## config.mk

```make
export PLATFORM = sky130hd
export DESIGN_NAME = rsc_setup_ctrl
export DESIGN_NICKNAME = d
export VERILOG_FILES = /design/src/hdl/rsc_axis.v /design/src/hdl/rsc_setup_ctrl.v
export VERILOG_INCLUDE_DIRS = /design/src /design/src/hdl
export SDC_FILE = /design/constraint.sdc
export NUM_CORES = 1
export LEC_CHECK = 0
export BUFFER_PORTS_ARGS = -buffer_cell sky130_fd_sc_hd__buf_4
export CORE_UTILIZATION = 50
export DETAILED_ROUTE_END_ITERATION = 6
export MAX_ROUTING_LAYER = met4
export PLACE_DENSITY = 0.71
export SYNTH_ARGS = -nofsm -noshare
export SYNTH_HDL_FRONTEND = slang
export SYNTH_SLANG_ARGS = --single-unit
```

## constraint.sdc

```tcl
create_clock -name clk_sys_in -period 9.2 [get_ports clk_sys_in]
set_input_delay 0.92 -clock clk_sys_in [delete_from_list [all_inputs] [get_ports clk_sys_in]]
set_output_delay 0.92 -clock clk_sys_in [all_outputs]
set_load 0.01 [all_outputs]
```

## src/hdl/rsc_setup_regs.vh

```
// constants for the readout setup controller
`ifndef RSC_SETUP_REGS_VH
`define RSC_SETUP_REGS_VH
// key codes (one-hot pulse vector index)
`define RSC_KEY_X          0
`define RSC_KEY_Y          1
`define RSC_KEY_Z          2
`define RSC_KEY_NEXT       3
`define RSC_KEY_UNIT       4
`define RSC_KEY_ABSINC     5
`define RSC_KEY_OTHER      6
`define RSC_KEY_W          7
// resolution codes: 0 = 10.0um ... 6 = 0.1um
`define RSC_RES_STEPS      3'h7
`define RSC_RES_LAST       3'h6
`define RSC_RES_RST        3'h0
// resolution weights in 0.1 micron units
`define RSC_W0             8'h64
`define RSC_W1             8'h32
`define RSC_W2             8'h14
`define RSC_W3             8'h0a
`define RSC_W4             8'h05
`define RSC_W5             8'h02
`define RSC_W6             8'h01
// reset/clear defaults
`define RSC_DIR_NEG_RST    3'h7
`define RSC_DIA_RST        3'h0
`define RSC_WARN_EN_RST    1'b0
`define RSC_UNIT_INCH_RST  1'b1
// 0.2000 inch = 50800 units of 0.1 micron
`define RSC_WIN_RST        32'h0000c670
// screen codes
`define RSC_SCR_RES        3'h0
`define RSC_SCR_DIR        3'h1
`define RSC_SCR_DIA        3'h2
`define RSC_SCR_WIN        3'h3
`define RSC_SCR_WEN        3'h4
`define RSC_SCR_LAST       3'h4
`endif

```

## src/hdl/rsc_axis.v

```verilog
// one axis counter with direction, diameter and near-zero window
`timescale 1ns/1ps
`default_nettype none
`include "rsc_setup_regs.vh"
module rsc_axis #(
  parameter W = 32
) (
  input  wire         clk_sys_in,
  input  wire         rst_b_in,
  input  wire         step_in,
  input  wire         up_in,
  input  wire         clear_in,
  input  wire [2:0]   res_in,
  input  wire         reverse_count_sense_in,
  input  wire         dia_in,
  input  wire         warn_en_in,
  input  wire [W-1:0] win_in,
  output reg  [W-1:0] pos_out,
  output reg          near_pos_out,
  output reg          near_neg_out
);
  reg  [7:0]   weight;
  wire [W-1:0] wext;
  wire [W-1:0] delta;
  wire         cnt_up;
  wire [W-1:0] next_pos;
  wire [W-1:0] mag;
  always @* begin
    case (res_in)
      3'h0: weight = `RSC_W0;
      3'h1: weight = `RSC_W1;
      3'h2: weight = `RSC_W2;
      3'h3: weight = `RSC_W3;
      3'h4: weight = `RSC_W4;
      3'h5: weight = `RSC_W5;
      default: weight = `RSC_W6;
    endcase
  end
  assign wext = {{(W-8){1'b0}}, weight};
  assign delta = dia_in ? {wext[W-2:0], 1'b0} : wext;
  assign cnt_up = up_in ^ reverse_count_sense_in;
  assign next_pos = cnt_up ? pos_out + delta : pos_out - delta;
  assign mag = next_pos[W-1] ? (~next_pos + 1'b1) : next_pos;
  always @(posedge clk_sys_in or negedge rst_b_in) begin
    if (!rst_b_in) begin
      pos_out      <= {W{1'b0}};
      near_pos_out <= 1'b0;
      near_neg_out <= 1'b0;
    end else if (clear_in) begin
      pos_out      <= {W{1'b0}};
      near_pos_out <= 1'b0;
      near_neg_out <= 1'b0;
    end else if (step_in) begin
      pos_out <= next_pos;
      near_pos_out <= warn_en_in && (mag <= win_in) && !next_pos[W-1];
      near_neg_out <= warn_en_in && (mag <= win_in) && next_pos[W-1];
    end
  end
endmodule // rsc_axis
`default_nettype wire

```

## src/hdl/rsc_setup_ctrl.v

```verilog
// setup screen controller and three axis counters
`timescale 1ns/1ps
`default_nettype none
`include "rsc_setup_regs.vh"
module rsc_setup_ctrl #(
  parameter W = 32
) (
  input  wire         clk_sys_in,
  input  wire         rst_b_in,
  input  wire [7:0]   key_in,
  input  wire         power_up_flash_in,
  input  wire         mem_clear_in,
  input  wire [2:0]   scale_step_in,
  input  wire [2:0]   scale_up_in,
  input  wire [W-1:0] win_data_in,
  input  wire         nv_valid_in,
  input  wire [2:0]   nv_dir_in,
  input  wire [2:0]   nv_dia_in,
  input  wire [8:0]   nv_res_in,
  input  wire         nv_warn_en_in,
  input  wire         nv_unit_inch_in,
  input  wire [W-1:0] nv_win_in,
  output reg  [2:0]   mode_out,
  output reg  [2:0]   screen_out,
  output reg          unit_inch_out,
  output reg  [8:0]   res_out,
  output reg  [2:0]   reverse_count_sense_out,
  output reg  [2:0]   dia_out,
  output reg          warn_en_out,
  output reg  [W-1:0] win_out,
  output reg          nv_write_out,
  output wire [3*W-1:0] pos_out,
  output wire [2:0]   near_pos_out,
  output wire [2:0]   near_neg_out
);
  // ****************************************************************
  // modes
  // ****************************************************************
  localparam [2:0] M_FLASH = 3'b001;
  localparam [2:0] M_SETUP = 3'b010;
  localparam [2:0] M_NORM  = 3'b100;

  // ****************************************************************
  // input synchronisers
  // ****************************************************************
  reg [7:0] key_s1;
  reg [7:0] key_s2;
  reg [7:0] key_s3;
  reg [4:0] ctl_s1;
  reg [4:0] ctl_s2;
  reg [2:0] up_s1;
  reg [2:0] up_s2;
  reg [2:0] stp_s1;
  reg [2:0] stp_s2;
  reg [2:0] stp_s3;
  reg       nv_loaded;
  wire [7:0] kp;
  wire [2:0] sp;
  wire       flash;
  wire       mclr;
  wire       nvv;

  always @(posedge clk_sys_in or negedge rst_b_in) begin
    if (!rst_b_in) begin
      key_s1 <= 8'h00;
      key_s2 <= 8'h00;
      key_s3 <= 8'h00;
      // flash assumed on until the synchroniser has filled
      ctl_s1 <= 5'h01;
      ctl_s2 <= 5'h01;
      up_s1  <= 3'h0;
      up_s2  <= 3'h0;
      stp_s1 <= 3'h0;
      stp_s2 <= 3'h0;
      stp_s3 <= 3'h0;
    end else begin
      key_s1 <= key_in;
      key_s2 <= key_s1;
      key_s3 <= key_s2;
      ctl_s1 <= {2'b00, nv_valid_in, mem_clear_in, power_up_flash_in};
      ctl_s2 <= ctl_s1;
      up_s1  <= scale_up_in;
      up_s2  <= up_s1;
      stp_s1 <= scale_step_in;
      stp_s2 <= stp_s1;
      stp_s3 <= stp_s2;
    end
  end
  assign kp    = key_s2 & ~key_s3;
  assign sp    = stp_s2 & ~stp_s3;
  assign flash = ctl_s2[0];
  assign mclr  = ctl_s2[1];
  assign nvv   = ctl_s2[2];

  // ****************************************************************
  // mode and screen sequencing
  // ****************************************************************
  wire in_setup;
  wire axis_key;
  wire setup_key;
  assign in_setup  = (mode_out == M_SETUP);
  assign axis_key  = |kp[`RSC_KEY_Z:`RSC_KEY_X];
  assign setup_key = axis_key | kp[`RSC_KEY_NEXT] | kp[`RSC_KEY_UNIT];

  always @(posedge clk_sys_in or negedge rst_b_in) begin
    if (!rst_b_in) begin
      mode_out   <= M_FLASH;
      screen_out <= `RSC_SCR_RES;
    end else begin
      case (mode_out)
        M_FLASH: begin
          if (mclr) begin
            mode_out   <= M_SETUP;
            screen_out <= `RSC_SCR_RES;
          end else if (flash && key_s2[`RSC_KEY_ABSINC]) begin
            mode_out   <= M_SETUP;
            screen_out <= `RSC_SCR_RES;
          end else if (flash && (|kp)) begin
            mode_out <= M_NORM;
          end else if (!flash) begin
            mode_out <= M_NORM;
          end
        end
        M_SETUP: begin
          if (kp[`RSC_KEY_NEXT]) begin
            if (screen_out == `RSC_SCR_LAST)
              screen_out <= `RSC_SCR_RES;
            else
              screen_out <= screen_out + 3'h1;
          end else if ((|kp) && !setup_key) begin
            mode_out <= M_NORM;
          end
        end
        M_NORM: begin
          mode_out <= M_NORM;
        end
        default: begin
          mode_out <= M_FLASH;
        end
      endcase
    end
  end

  // ****************************************************************
  // settings
  // ****************************************************************
  integer i;
  reg [8:0] next_res;
  always @* begin
    next_res = res_out;
    for (i = 0; i < 3; i = i + 1) begin
      if (kp[i]) begin
        if (res_out[3*i +: 3] == `RSC_RES_LAST)
          next_res[3*i +: 3] = `RSC_RES_RST;
        else
          next_res[3*i +: 3] = res_out[3*i +: 3] + 3'h1;
      end
    end
  end

  wire change;
  assign change = in_setup && (|kp);

  always @(posedge clk_sys_in or negedge rst_b_in) begin
    if (!rst_b_in) begin
      res_out                 <= {3{`RSC_RES_RST}};
      reverse_count_sense_out <= `RSC_DIR_NEG_RST;
      dia_out                 <= `RSC_DIA_RST;
      warn_en_out             <= `RSC_WARN_EN_RST;
      unit_inch_out           <= `RSC_UNIT_INCH_RST;
      win_out                 <= `RSC_WIN_RST;
      nv_write_out            <= 1'b0;
      nv_loaded               <= 1'b0;
    end else begin
      nv_write_out <= change;
      if (mclr && mode_out == M_FLASH) begin
        res_out                 <= {3{`RSC_RES_RST}};
        reverse_count_sense_out <= `RSC_DIR_NEG_RST;
        dia_out                 <= `RSC_DIA_RST;
        warn_en_out             <= `RSC_WARN_EN_RST;
        unit_inch_out           <= `RSC_UNIT_INCH_RST;
        win_out                 <= `RSC_WIN_RST;
        nv_write_out            <= 1'b1;
        nv_loaded               <= 1'b1;
      end else if (nvv && !nv_loaded) begin
        res_out                 <= nv_res_in;
        reverse_count_sense_out <= nv_dir_in;
        dia_out                 <= nv_dia_in;
        warn_en_out             <= nv_warn_en_in;
        unit_inch_out           <= nv_unit_inch_in;
        win_out                 <= nv_win_in;
        nv_loaded               <= 1'b1;
      end else if (in_setup) begin
        if (kp[`RSC_KEY_UNIT])
          unit_inch_out <= ~unit_inch_out;
        case (screen_out)
          `RSC_SCR_RES: res_out <= next_res;
          `RSC_SCR_DIR: reverse_count_sense_out <=
            reverse_count_sense_out ^ kp[2:0];
          `RSC_SCR_DIA: dia_out <= dia_out ^ kp[2:0];
          `RSC_SCR_WIN: if (axis_key) win_out <= win_data_in;
          `RSC_SCR_WEN: if (kp[`RSC_KEY_Z]) warn_en_out <= ~warn_en_out;
          default: res_out <= res_out;
        endcase
      end
    end
  end

  // ****************************************************************
  // axis counters
  // ****************************************************************
  genvar g;
  generate
    for (g = 0; g < 3; g = g + 1) begin : g_axis
      rsc_axis #(.W(W)) u_axis (
        .clk_sys_in             (clk_sys_in),
        .rst_b_in               (rst_b_in),
        .step_in                (sp[g]),
        .up_in                  (up_s2[g]),
        .clear_in               (mclr),
        .res_in                 (res_out[3*g +: 3]),
        .reverse_count_sense_in (reverse_count_sense_out[g]),
        .dia_in                 (dia_out[g]),
        .warn_en_in             (warn_en_out),
        .win_in                 (win_out),
        .pos_out                (pos_out[W*g +: W]),
        .near_pos_out           (near_pos_out[g]),
        .near_neg_out           (near_neg_out[g])
      );
    end
  endgenerate
endmodule // rsc_setup_ctrl
`default_nettype wire

```

==> out/metrics.csv <==
metric,value,unit
wl_met1,24600,um
hold_viol,0,
overflow,0,
cts_hold_buffers,0,
crit_type,reg -> reg,
finalWorstSetupSlack,1100,ps
grt_pass1_vias,17100,
die_h,194,um
drt_iter0_markers,1107,
io_buffer_count,257,
p_leak,10.2,nW
worst_setup_path_start_kind,flip-flop,
yosys_warnings,0,
cts_sinks,204,
crit_arrival,8570,ps
vias_per_cell,6.10,
wl,59200,um
setup_viol,0,
critPathMostFrequentCell,a21o_1,
syn_inst,2206,
first_pass_iters,5,
min_path_type,in -> async,
ff2ff_path_depth,32,
path_max_fanout,20,
top_layer_used,met4,
utilization,0.602,
grt_max_degree,78,
place_hpwl,45800,um
layout_common_cells,"buf_4 (275), nand2_1 (242), ha_1 (197)",
wire_per_inst,20.5,um
antenna_found_initial,2,
met2_length,28000,um
synth_compound_area_frac,0.248,
async_reset_ff_frac,1.00,
wl_met3,4080,um
drive_above_1_share,0.162,
peakVddDrop,0.194,mV
ys_ff_latch,204,
max-slew-margin-rel,0.251,
r2r-end,g_axis[0].u_axis.near_neg_out$_DFFE_PN0P_,
vias,17700,
finalPower,0.00774,W
powerDensity,358,nW/um^2
yosysSeqAreaShare,0.278,
area.growth.synth_to_final,17.3,%
fmax,123,MHz
cap_violations,0,
ios,258,
start_util,0.514,
cts_tree,done,
fin_skew,16.6,ps
tightestPinTransition,1120,ps
dp_slack,1220,ps
outcome,"finished, final reports clean",
rsz0062_at_grt,false,
synthMuxAreaShare,0.00461,
cts_htree_levels,1,
final_common_cell,buf_4,
core,35900,um^2
grtUsageTotal,0.321,
clk_latency,580,ps
fin_nets,2710,
setup_tns,0,ps
syn_area,18400,um^2
avgSynthCellArea,8.36,um^2
reg2reg_slack,1100,ps
gp_congestion,0.989,
fin_crit,8100,ps
clockBufferDepth,3,
synth_top_cell_by_area,dfrtp_1,
yosys.area_share.adder,0.142,
slowest_delay,600,ps
synth_edf_count,0,
cts_resized,0,
cp-end-kind,flip-flop,
cts_root_buffer,clkbuf_16,
drc,0,
grt_pass1_wl,93200,um
rows,69,
critPathSlowestCell,dfrtp_1,
die_area,37700,um^2
synthTopCellsByArea,"dfrtp_1 (26%), ha_1 (13%), xnor2_1 (5.8%), nand2_1 (4.9%), a21oi_1 (4.4%)",
clkTransAtPathRegs,60,ps
synth-simple-area-share,0.182,
post-cts-setup-buffer-count,0,
fillers,3234,
r2r_start,res_out[2]$_DFFE_PN0P_,
die_w,194,um
cts-buffers-inserted,25,
slew_viol_final,0,
synth_top_family_by_area,compound AO/OA/AOI/OAI gates,
antenna_left,0,
crit_required,9670,ps
fin_crit_sh,0.880,
ys_types,98,
synthXorXnorAreaFrac,0.0996,
synth_ff_type,dfrtp_1,
synth_top_area_share,0.258,
-- report_power, final --
group          leakage, nW  internal, W  switching [W]  total (W)
registers             2.61      0.00109       0.000225    0.00131
clock network        0.468     0.000718       0.000438    0.00116
logic                 7.11      0.00217        0.00310    0.00527
-- state kept, by name (all words and copies together) (netlist names) --
name and cells:
g_axis.u_axis.pos_out 96, win_out 32, res_out 9, key_s1 8, key_s2 8, key_s3 8
ctl_s1 3, ctl_s2 3, dia_out 3, g_axis.u_axis.near_neg_out 3, g_axis.u_axis.near_pos_out 3, mode_out 3
reverse_count_sense_out 3, screen_out 3, stp_s1 3, stp_s2 3, stp_s3 3, up_s1 3
up_s2 3, nv_loaded 1, nv_write_out 1, unit_inch_out 1, warn_en_out 1
-- metrics by stage --
step                instances  area, um^2  hold slack, ps
global placement         2844       20700             332
floorplan                2208       18500             331
finish                   2892       21600             344
CTS                      2890       21600             348
global route             2892       21600             355
detailed placement       2844       20700             335
-- kinds of logic (layout without fill, tap and decap cells) --
logic type                 after synthesis  count (layout)
DFF                                    204             204
other                                    1               5
xor gates and xnor gates               205             205
adders and majority gates              209             209
muxes                                    8               8
buffers and inverters                  206             427
and+or+nand+nor                        689             689
AOI/OAI and AO/OA                      684             684
-- cell usage after synthesis, drive strengths merged, types with 38 or more instances --
cell type / n
a21oi: 162
xor2: 80
o21ai: 170
a22o: 57
nand2: 242
nor2: 158
ha: 197
nor2b: 38
inv: 105
dfrtp: 190
nor3: 45
nand3: 40
xnor2: 125
clkbuf: 72
a21o: 67
-- routing by layer --
metal / global-route usage / up-vias
met5: - / -
met4: 0.134 / 0
met3: 0.0550 / 146
met2: 0.528 / 631
met1: 0.388 / 8454
li1: - / 8419
-- worst max path at each step --
stage                      startpoint                                         to  slack, ps
6_report       res_out[2]$_DFFE_PN0P_  g_axis[0].u_axis.near_neg_out$_DFFE_PN0P_       1100
5_1_grt        res_out[2]$_DFFE_PN0P_  g_axis[0].u_axis.near_neg_out$_DFFE_PN0P_        500
4_1_cts        res_out[2]$_DFFE_PN0P_  g_axis[0].u_axis.near_neg_out$_DFFE_PN0P_       1150
3_5_place_dp   res_out[2]$_DFFE_PN0P_  g_axis[0].u_axis.near_neg_out$_DFFE_PN0P_       1220
3_3_place_gp   res_out[2]$_DFFE_PN0P_  g_axis[0].u_axis.near_neg_out$_DFFE_PN0P_       1470
2_1_floorplan  res_out[4]$_DFFE_PN0P_  g_axis[1].u_axis.near_neg_out$_DFFE_PN0P_       2020
-- worst max-delay path: cells and delay by family, from the launching register on --
kind / cells / cell delay [ps]
DFF: 1 / 600
xor gates and xnor gates: 3 / 920
AOI/OAI and AO/OA: 21 / 4550
and+or+nand+nor: 3 / 490
buffers and inverters: 1 / 170
adders and majority gates: 4 / 1280
-- final cells by class --
class / instances / area, um^2 / area share
Inverter: 105 / 402 / 0.0186
Tap cell: 461 / 577 / 0.0267
Timing Repair Buffer: 276 / 2080 / 0.0961
Clock buffer: 33 / 716 / 0.0331
Antenna cell: 2 / 5.00 / 0.000231
Sequential cell: 204 / 5120 / 0.237
Clock inverter: 13 / 240 / 0.0111
Multi-Input combinational cell: 1798 / 12500 / 0.578
Power figures use the tool's default switching activity.
